==> src/rtl/tpgpio_regs.svh <==
// register offsets, masks and reset values of the three-port gpio bank
//----------------------------------------------------------------
// Summary of operation
//----------------------------------------------------------------
// Summary of operation
// - pull-up-disable bit forces every pull-up off
// - io offsets 0x00-0x3F, data space adds 0x20
// - port b latch rw at 0x18, reset zero
// - port b direction rw at 0x17, reset zero
// - port b pin levels read-only at 0x16
// - port c latch bits 6:0 at 0x15
// - port c direction bits 6:0 at 0x14
// - port c pin levels bits 6:0 at 0x13
// - port d latch rw at 0x12, reset zero
// - port d direction rw at 0x11, reset zero
// - port d pin levels read-only at 0x10
`ifndef TPGPIO_REGS_SVH
`define TPGPIO_REGS_SVH

`define TPGPIO_IO_LAST 6'h3F
`define TPGPIO_DS_OFFSET 8'h20
`define TPGPIO_DS_EXT_START 8'h60

`define TPGPIO_D_LEVELS_OFF 6'h10
`define TPGPIO_D_DIR_OFF 6'h11
`define TPGPIO_D_LATCH_OFF 6'h12
`define TPGPIO_C_LEVELS_OFF 6'h13
`define TPGPIO_C_DIR_OFF 6'h14
`define TPGPIO_C_LATCH_OFF 6'h15
`define TPGPIO_B_LEVELS_OFF 6'h16
`define TPGPIO_B_DIR_OFF 6'h17
`define TPGPIO_B_LATCH_OFF 6'h18

`define TPGPIO_LATCH_RST 8'h00
`define TPGPIO_DIR_RST 8'h00
`define TPGPIO_READ_NONE 8'h00
`define TPGPIO_MASK_FULL 8'hFF
`define TPGPIO_MASK_C 8'h7F

`endif

==> src/rtl/tpgpio_pkg.sv <==
// types shared by the three-port gpio bank
package tpgpio_pkg;
	typedef enum logic [1:0] {
		SRC_NONE,
		SRC_IO,
		SRC_DATA
	} tpgpio_src_type;
endpackage

==> src/rtl/tpgpio_bank.sv <==
// register bank and pin control for gpio ports b, c and d
`timescale 1ns/100ps
`include "tpgpio_regs.svh"

module tpgpio_bank (
	input wire logic clock_i, // cpu clock, 10 MHz
	input wire logic rstn_i, // asynchronous reset, active low
	input wire logic ce_i, // clock enable, freezes all state when low
	input wire logic [5:0] io_addr_i, // io-space offset
	input wire logic io_wr_i, // io-space write strobe
	input wire logic io_rd_i, // io-space read strobe
	input wire logic [7:0] ds_addr_i, // data-space address
	input wire logic ds_wr_i, // data-space write strobe
	input wire logic ds_rd_i, // data-space read strobe
	input wire logic [7:0] wdata_i, // write data
	output logic [7:0] rdata_o, // read data, one cycle after the strobe
	input wire logic global_pullup_off_i, // global pull-up disable
	input wire logic [7:0] port_b_pins_i, // port b pin levels
	output logic [7:0] port_b_out_o, // port b output values
	output logic [7:0] port_b_oe_o, // port b output enables
	output logic [7:0] port_b_pullup_o, // port b pull-up enables
	input wire logic [6:0] port_c_pins_i, // port c pin levels
	output logic [6:0] port_c_out_o, // port c output values
	output logic [6:0] port_c_oe_o, // port c output enables
	output logic [6:0] port_c_pullup_o, // port c pull-up enables
	input wire logic [7:0] port_d_pins_i, // port d pin levels
	output logic [7:0] port_d_out_o, // port d output values
	output logic [7:0] port_d_oe_o, // port d output enables
	output logic [7:0] port_d_pullup_o // port d pull-up enables
);

	//----------------------------------------------------------------
	// per-port constants, index 0 = b, 1 = c, 2 = d
	//----------------------------------------------------------------
	localparam logic [5:0] LVL_OFF [3] = '{`TPGPIO_B_LEVELS_OFF, `TPGPIO_C_LEVELS_OFF,
		`TPGPIO_D_LEVELS_OFF};
	localparam logic [5:0] DIR_OFF [3] = '{`TPGPIO_B_DIR_OFF, `TPGPIO_C_DIR_OFF,
		`TPGPIO_D_DIR_OFF};
	localparam logic [5:0] LAT_OFF [3] = '{`TPGPIO_B_LATCH_OFF, `TPGPIO_C_LATCH_OFF,
		`TPGPIO_D_LATCH_OFF};
	localparam logic [7:0] MASK [3] = '{`TPGPIO_MASK_FULL, `TPGPIO_MASK_C, `TPGPIO_MASK_FULL};

	logic [7:0] pins_in [3];
	logic [7:0] latch_ff [3];
	logic [7:0] dir_ff [3];
	logic [7:0] sync1_ff [3];
	logic [7:0] sync2_ff [3];
	logic [7:0] pullup_ff [3];
	logic [7:0] rdata_ff;
	logic [7:0] nxt_rdata;
	logic ds_hit;
	logic acc_wr;
	logic acc_rd;
	logic [5:0] acc_off;
	tpgpio_pkg::tpgpio_src_type acc_src;

	assign pins_in[0] = port_b_pins_i;
	assign pins_in[1] = {1'b0, port_c_pins_i};
	assign pins_in[2] = port_d_pins_i;

	//----------------------------------------------------------------
	// access decode
	//----------------------------------------------------------------
	// the extended region from 0x60 belongs to other blocks, so data-space
	// accesses there are ignored here
	assign ds_hit = (ds_addr_i >= `TPGPIO_DS_OFFSET) && (ds_addr_i < `TPGPIO_DS_EXT_START);

	// io strobes win when both spaces strobe in the same cycle
	always_comb begin
		if (io_wr_i || io_rd_i) begin
			acc_src = tpgpio_pkg::SRC_IO;
		end else if ((ds_wr_i || ds_rd_i) && ds_hit) begin
			acc_src = tpgpio_pkg::SRC_DATA;
		end else begin
			acc_src = tpgpio_pkg::SRC_NONE;
		end
	end

	always_comb begin
		unique case (acc_src)
			tpgpio_pkg::SRC_IO: begin
				acc_off = io_addr_i & `TPGPIO_IO_LAST;
				acc_wr = io_wr_i;
				acc_rd = io_rd_i;
			end
			tpgpio_pkg::SRC_DATA: begin
				acc_off = 6'(ds_addr_i - `TPGPIO_DS_OFFSET);
				acc_wr = ds_wr_i;
				acc_rd = ds_rd_i;
			end
			default: begin
				acc_off = 6'h00;
				acc_wr = 1'b0;
				acc_rd = 1'b0;
			end
		endcase
	end

	//----------------------------------------------------------------
	// per-port registers and pin control
	//----------------------------------------------------------------
	genvar p;
	generate
		for (p = 0; p < 3; p++) begin : g_port
			always_ff @(posedge clock_i or negedge rstn_i) begin
				if (!rstn_i) begin
					latch_ff[p] <= `TPGPIO_LATCH_RST;
				end else if (ce_i && acc_wr && acc_off == LAT_OFF[p]) begin
					latch_ff[p] <= wdata_i & MASK[p];
				end
			end

			always_ff @(posedge clock_i or negedge rstn_i) begin
				if (!rstn_i) begin
					dir_ff[p] <= `TPGPIO_DIR_RST;
				end else if (ce_i && acc_wr && acc_off == DIR_OFF[p]) begin
					dir_ff[p] <= wdata_i & MASK[p];
				end
			end

			// first stage feeds only the second stage
			always_ff @(posedge clock_i or negedge rstn_i) begin
				if (!rstn_i) begin
					sync1_ff[p] <= 8'h00;
					sync2_ff[p] <= 8'h00;
				end else if (ce_i) begin
					sync1_ff[p] <= pins_in[p] & MASK[p];
					sync2_ff[p] <= sync1_ff[p];
				end
			end

			// registered so the pad control is glitch free; lags the latch and direction registers by one cycle
			always_ff @(posedge clock_i or negedge rstn_i) begin
				if (!rstn_i) begin
					pullup_ff[p] <= 8'h00;
				end else if (ce_i) begin
					pullup_ff[p] <= ~dir_ff[p] & latch_ff[p] & {8{~global_pullup_off_i}};
				end
			end

		end
	endgenerate

	//----------------------------------------------------------------
	// read path
	//----------------------------------------------------------------
	always_comb begin
		nxt_rdata = `TPGPIO_READ_NONE;
		for (int i = 0; i < 3; i++) begin
			if (acc_off == LVL_OFF[i]) begin
				nxt_rdata = sync2_ff[i];
			end else if (acc_off == DIR_OFF[i]) begin
				nxt_rdata = dir_ff[i];
			end else if (acc_off == LAT_OFF[i]) begin
				nxt_rdata = latch_ff[i];
			end
		end
	end

	always_ff @(posedge clock_i or negedge rstn_i) begin
		if (!rstn_i) begin
			rdata_ff <= `TPGPIO_READ_NONE;
		end else if (ce_i && acc_rd) begin
			rdata_ff <= nxt_rdata;
		end
	end

	//----------------------------------------------------------------
	// outputs
	//----------------------------------------------------------------
	assign rdata_o = rdata_ff;
	assign port_b_out_o = latch_ff[0];
	assign port_b_oe_o = dir_ff[0];
	assign port_b_pullup_o = pullup_ff[0];
	assign port_c_out_o = latch_ff[1][6:0];
	assign port_c_oe_o = dir_ff[1][6:0];
	assign port_c_pullup_o = pullup_ff[1][6:0];
	assign port_d_out_o = latch_ff[2];
	assign port_d_oe_o = dir_ff[2];
	assign port_d_pullup_o = pullup_ff[2];

endmodule // tpgpio_bank

==> config.mk <==
export PLATFORM = sky130hd
export DESIGN_NAME = tpgpio_bank
export DESIGN_NICKNAME = d
export VERILOG_FILES = /design/src/rtl/tpgpio_pkg.sv /design/src/rtl/tpgpio_bank.sv
export VERILOG_INCLUDE_DIRS = /design/src /design/src/rtl
export SDC_FILE = /design/constraint.sdc
export NUM_CORES = 1
export LEC_CHECK = 0
export BUFFER_PORTS_ARGS = -buffer_cell sky130_fd_sc_hd__buf_2
export CAP_MARGIN = 10
export CORE_MARGIN = 3
export CORE_UTILIZATION = 30
export DETAILED_ROUTE_END_ITERATION = 10
export PLACE_DENSITY = 0.47
export SLEW_MARGIN = 20
export SYNTH_ARGS = -nofsm -noshare
export SYNTH_HDL_FRONTEND = slang
export SYNTH_SLANG_ARGS = --single-unit
==> constraint.sdc <==
create_clock -name clock_i -period 1.45 [get_ports clock_i]
set_input_delay 0.0725 -clock clock_i [delete_from_list [all_inputs] [get_ports clock_i]]
set_output_delay 0.0725 -clock clock_i [all_outputs]
set_load 0.005 [all_outputs]
Yosys cells after proc, flatten, opt, wreduce, memory -nomap -nowiden --
Index checks and enable logic that the tools add are counted.
Word-level totals: register bits after elaboration 123, bits of input ports 53, output and inout bits 77
Cells by class: $add $sub $neg 1, $lt $le $gt $ge 2, equal/unequal tests 11, mux-type cells 14, bitwise logic cells 10, reduce and logical (&&, ||, !) cells 12
Operator list (count):
- 2-to-1 mux 8 bit | 9
- equality test 6 x 5 -> 1 bit, second input constant | 9
- AND 8 bit | 4
- inverter 8 bit | 2
- AND 7 bit | 2
- one-hot mux 6 bit (2 select lines) | 1
- logical AND 1 bit | 10
- greater-or-equal comparator 8 x 6 -> 1 bit, second input constant | 1
- less-than comparator 8 x 7 -> 1 bit, second input constant | 1
- inverter 7 bit | 1
- subtractor 6 bit, second input constant | 1
- 2-to-1 mux 2 bit | 2
- one-hot mux 1 bit (2 select lines) | 2
- equality test 2 x 1 -> 1 bit, second input constant | 1
- equality test 2 bit, second input constant | 1
- logical OR 1 bit | 2
- inverter 1 bit | 1

Logic depth before layout (Yosys ltp) --
word-level depth 17, depth in mapped cells 10, mapped depth without buffers 7

Least setup slack after synthesis --
No wires, ideal clock.
path kind input to register, start point in io_wr_i, end point reg latch_ff (netlist bit port_d_out_o[0]), setup time 0.128 ns, data arrival time 1.974 ns, required time 1.322 ns, path slack -0.652 ns, cell stages on the path 9, cells stage by stage or2_1 buf_6 or4_4 o22ai_1 and2_1 buf_4 nand2_4 nor2_8 mux2_1
On the way: cells in the longest elaborated chain, start to end 6, elaborated cells on any way between the ends 9, those cells by class 3 x eq/ne; 3 x mux; 3 x reduce/logical
Ends and longest elaborated chain:
- start: declaration | RTL line tpgpio_bank.sv:10 | input wire logic io_wr_i,
- logical OR 1 bit | RTL line tpgpio_bank.sv:70 | if (io_wr_i || io_rd_i) begin
- 2-to-1 mux 2 bit | RTL line tpgpio_bank.sv:70
- equality test 2 bit / equality test 2 x 1 -> 1 bit (equally long branches) | RTL line tpgpio_bank.sv:80 | unique case (acc_src)
- one-hot mux 6 bit (2 select lines) / one-hot mux 1 bit (2 select lines) (equally long branches) | RTL line tpgpio_bank.sv:80
- equality test 6 x 5 -> 1 bit / logical AND 1 bit (equally long branches) | RTL line tpgpio_bank.sv:108 | end else if (ce_i && acc_wr && acc_off == LAT_OFF[p]) begin
- logical AND 1 bit (*) | RTL line tpgpio_bank.sv:108
- end signal: indexed assignment | RTL line tpgpio_bank.sv:107 | latch_ff[p] <= `TPGPIO_LATCH_RST;
- end signal: indexed assignment | RTL line tpgpio_bank.sv:109 | latch_ff[p] <= wdata_i & MASK[p];
- end: declaration | RTL line tpgpio_bank.sv:44 | logic [7:0] latch_ff [3];
Every way passes the cells marked *; elsewhere a longest branch is shown, timed or not. A chain may end at the register's enable or synchronous reset.

Final worst setup path --
start point in io_rd_i, end point reg rdata_ff[0] (netlist: rdata_o[0])
On the way: cells in the longest elaborated chain, start to end 14, elaborated cells on any way between the ends 25, those cells by class 11 x eq/ne; 12 x mux; 2 x reduce/logical
Ends and longest elaborated chain:
- start: declaration | RTL line tpgpio_bank.sv:11 | input wire logic io_rd_i,
- logical OR 1 bit | RTL line tpgpio_bank.sv:70
- 2-to-1 mux 2 bit | RTL line tpgpio_bank.sv:70
- equality test 2 bit / equality test 2 x 1 -> 1 bit (equally long branches) | RTL line tpgpio_bank.sv:80
- one-hot mux 6 bit (2 select lines) | RTL line tpgpio_bank.sv:80
- equality test 6 x 5 -> 1 bit | RTL line tpgpio_bank.sv:154 | end else if (acc_off == LAT_OFF[i]) begin
- 2-to-1 mux 8 bit | RTL line tpgpio_bank.sv:154
- 2-to-1 mux 8 bit | RTL line tpgpio_bank.sv:152 | end else if (acc_off == DIR_OFF[i]) begin
- 2-to-1 mux 8 bit | RTL line tpgpio_bank.sv:150 | if (acc_off == LVL_OFF[i]) begin
- 2-to-1 mux 8 bit | RTL line tpgpio_bank.sv:154
- 2-to-1 mux 8 bit | RTL line tpgpio_bank.sv:152
- 2-to-1 mux 8 bit | RTL line tpgpio_bank.sv:150
- 2-to-1 mux 8 bit | RTL line tpgpio_bank.sv:154
- 2-to-1 mux 8 bit | RTL line tpgpio_bank.sv:152
- 2-to-1 mux 8 bit | RTL line tpgpio_bank.sv:150
- end signal: assignment | RTL line tpgpio_bank.sv:162 | rdata_ff <= `TPGPIO_READ_NONE;
- end signal: assignment | RTL line tpgpio_bank.sv:164 | rdata_ff <= nxt_rdata;
- end: declaration | RTL line tpgpio_bank.sv:49 | logic [7:0] rdata_ff;
Parallel ways exist; a longest one is shown, timed or not.

==> flow_summary.ini <==
[synth]
syn-mean-instance-area_um2 = 11.8
fraction_of_the_yosys_area_taken_by_sequential_cells = 0.545
synth_seq_cells = 123
yosys.area_share.simple = 0.0998
synthDistinctLibCells = 63
synth_enable_flop_cells = 0
syn-cell-area_um2 = 5640
synthDominantCellAreaShare = 0.545
postSynthCellCount = 480
synth.mux.area_fraction = 0.161
ys_top_cells_by_area = sky130_fd_sc_hd__dfrtp_1 (55%), sky130_fd_sc_hd__mux2_2 (12%), sky130_fd_sc_hd__o32ai_1 (3.6%)
complex_gate_fraction_of_the_synthesized_area = 0.141
synth_fp_nets = 533
synth_top_flop_cell = sky130_fd_sc_hd__dfrtp_1
synth_xor_xnor_area_share = 0.00155
synth_top_family_by_area = multiplexers
post_synth_fa_ha_maj_area_fraction = 0
ys_async_sr_fraction = 1.00
synth_top_area_cell = sky130_fd_sc_hd__dfrtp_1
yosys_warning_total = 0

[cells_and_area]
final_layout_size_suffix_gt1_frac = 0.558
design.final.nets = 791
area_delta_synth_final_pct = 57.7
final_design_area_no_fill_um2 = 8900
diodes = 0
n_fill_cell = 1644

[timing]
finalClockSkew_ps = 6.50
maxSlewViolCount = 0
max-slew-margin-rel = 0.616
fin_crit_sh = 1.16
setup_violations = 54
unrepaired_setup_endpoints_after_global_routing = true
final_hold_viol_count = 0
final_critical_path_setup_slack_ps = -232
fmax_mhz = 594
finalWorstPathRequiredPeriod_ps = 1680
setup_tns_ps = -7970
timing_worst_slew_pin_value_ps = 568
worst_hold_slack_ps = 167

[power]
leakage_nw = 4.17
internal_power_mw = 7.63
total_power_consumption_of_the_routed_design_mw = 10.3
p_clk_frac = 0.429
power.share.sequential = 0.407
p_comb_frac = 0.164
ir_worst_vdd_v = 0.000832
p_sw_frac = 0.261
switching_power_mw = 2.70
cellPowerDensity_nw_per_um2 = 1160

[placed_design]
placement.setup.worst_slack_ps = -910
gpl.final_weighted_congestion = 0.835
buffer_ports.inserted = 129
placed_cell_area_um2 = 7200
dpl.hpwl_um = 13800

[worst_setup_path]
end_kind = flop
worstReg2RegStart = port_b_out_o[0]$_DFFE_PN0P_
r2r_setup_slack_ps = -10
critPathArrivalTime_ps = 1980
r2r-end = rdata_o[0]$_DFFE_PN0P_
cp_data_required_time_ps = 1750
worst_setup_path_start_kind = input pin
critical_path.max_fanout = 7
critPathKind = in -> reg
timing.reg2reg.worst_path_depth = 4

[clocking]
cts.sinks = 123
cts_root_buffer = sky130_fd_sc_hd__clkbuf_16
clock_latency_ps = 410
cts_made_buffers = 17
clk_transition_reported_paths_ps = 60
htree_num_levels = 4
clk_path_buf_depth = 2
cts_tree = yes

[grt]
grt_pass1_vias = 4979
global_route_wire_length_before_repair_um = 29400
grt_start_max_net_pins = 82
initial_antenna_violation_count = 0
groute.usage.overall = 0.190
grt_remaining_overflow = 0

[worst_hold_path]
holdPathStages = 3
min-delay-start = ce_i
timing.hold.worst_endpoint = port_b_pullup_o[0]$_DFFE_PN0P_
hp-class = in -> reg

[die]
floorplan.die.width_um = 143
placeableCoreArea_um2 = 18200
fp.dieH_um = 143
num_rows = 49
floorplan.io_pins = 130
start_util = 0.310
dieArea_um2 = 20500

[outcome]
violations_in_the_final_reports = setup timing
status = complete, but fails checks

[detailed_routing]
route.detailed.vias_per_inst = 4.95
drt_drc = 0
antenna_violating_nets_post_route = 0
detail_route.wl_per_cell_um = 19.6
vias = 4847
dr.first_iter.drc_count = 228
routed_wl_um = 19200
first_pass_iters = 4

[flow_run]
max-cap-violations = 0
==> per-stage QoR <==
stage	instances	util
2_1_floorplan	480	-
3_3_place_gp	894	0.396
3_5_place_dp	894	0.396
4_1_cts	970	0.469
5_1_grt	980	0.489
6_report	980	0.489
==> cells in the mapped netlist (all sizes together) (8+ instances only) <==
cell	instances
a21oi	8
a22oi	8
buf	11
clkbuf	10
dfrtp	123
inv	48
mux2	78
nand2	45
nor2	18
o21ai	31
o32ai	23
==> worst max-delay path, stage by stage <==
cell and delay (ps):
sky130_fd_sc_hd__buf_8 100, sky130_fd_sc_hd__or2_4 280, sky130_fd_sc_hd__nor4_4 130, sky130_fd_sc_hd__buf_4 170, sky130_fd_sc_hd__buf_12 100, sky130_fd_sc_hd__a221oi_4 60, sky130_fd_sc_hd__buf_6 150, sky130_fd_sc_hd__a222oi_1 420
sky130_fd_sc_hd__buf_4 200, sky130_fd_sc_hd__nand3_2 60, sky130_fd_sc_hd__o221a_2 230
==> logic make-up after synthesis <==
logic type / Yosys count
flip-flops: 123
XOR/XNOR: 1
buffers and inverters: 69
AO/OA/AOI/OAI: 107
multiplexers: 81
AND/OR/NAND/NOR: 99
==> power by group through the flow <==
| stage | clock (mW) | combinational (mW) | sequential [mW] |
|---|---|---|---|
| after CTS | 4.51 | 1.60 | 4.19 |
| after global routing | 4.66 | 1.86 | 4.25 |
| after floorplan | 0 | 0.654 | 4.12 |
| after global placement | 0 | 1.39 | 4.23 |
| after detailed placement | 0 | 1.41 | 4.24 |
| final | 4.44 | 1.69 | 4.20 |
==> final cells by class <==
class	count	area, um^2	share of cell area
Clock buffer	21	480	0.0540
Clock inverter	11	141	0.0159
Inverter	48	180	0.0202
Multi-Input combinational cell	288	2780	0.312
Sequential cell	123	3080	0.346
Tap cell	229	287	0.0322
Timing Repair Buffer	260	1960	0.220
==> sequential cells by signal, indices dropped and copies added, names as in the netlist <==
register / flops
sync2_ff: 23
rdata_o: 8
port_c_pullup_o: 7
port_b_oe_o: 8
port_d_oe_o: 8
port_b_out_o: 8
port_b_pullup_o: 8
port_d_out_o: 8
port_d_pullup_o: 8
sync1_ff: 23
port_c_oe_o: 7
port_c_out_o: 7
==> layer usage <==
metal	up-vias	global-route usage	part of all wire
met5	-	0	0
met3	22	0.0362	0.045
met4	0	0.0655	0.020
li1	2268	-	-
met1	2431	0.260	0.47
met2	126	0.302	0.46
==> how the worst max path moves through the flow <==
stage,slack (ps),endpoint,start
after global placement,-960,rdata_o[5]$_DFFE_PN0P_,io_rd_i
after detailed placement,-910,port_c_out_o[5]$_DFFE_PN0P_,ds_addr_i[5]
after global routing,-260,rdata_o[7]$_DFFE_PN0P_,io_rd_i
after floorplan,-530,port_b_oe_o[0]$_DFFE_PN0P_,io_wr_i
final,-230,rdata_o[0]$_DFFE_PN0P_,io_rd_i
after CTS,-200,rdata_o[4]$_DFFE_PN0P_,ds_addr_i[7]
==> timing repair <==
item,CTS,global route
cloned,0,1
setup buffers,11,9
setup endpoints to repair,54,54
pin swaps,18,18
resized for setup,73,73
hold buffers,33,0
hold endpoints to repair,165,0
==> cell usage in the layout (no fill, tap or decap), types with 4 or more instances in the layout <==
cell type and instances:
sky130_fd_sc_hd__buf_2 123, sky130_fd_sc_hd__dfrtp_1 123, sky130_fd_sc_hd__buf_4 69, sky130_fd_sc_hd__inv_1 48
sky130_fd_sc_hd__mux2_2 47, sky130_fd_sc_hd__dlygate4sd3_1 33, sky130_fd_sc_hd__mux2_4 31, sky130_fd_sc_hd__nand2_1 25
sky130_fd_sc_hd__o32ai_1 23, sky130_fd_sc_hd__buf_6 22, sky130_fd_sc_hd__clkbuf_16 18, sky130_fd_sc_hd__nand2_2 15
sky130_fd_sc_hd__o21ai_2 13, sky130_fd_sc_hd__nor2_1 12, sky130_fd_sc_hd__o21ai_1 10, sky130_fd_sc_hd__o21ai_0 8
sky130_fd_sc_hd__buf_12 8, sky130_fd_sc_hd__a21oi_1 6, sky130_fd_sc_hd__a22o_1 5, sky130_fd_sc_hd__nand2_4 5
sky130_fd_sc_hd__a221oi_2 5, sky130_fd_sc_hd__nor2_4 4, sky130_fd_sc_hd__nor4_4 4, sky130_fd_sc_hd__nand2b_1 4
sky130_fd_sc_hd__a22oi_2 4, sky130_fd_sc_hd__a22oi_1 4, sky130_fd_sc_hd__clkbuf_8 4, sky130_fd_sc_hd__clkinv_2 4
sky130_fd_sc_hd__buf_8 4
(Power assumes the default switching activity.)
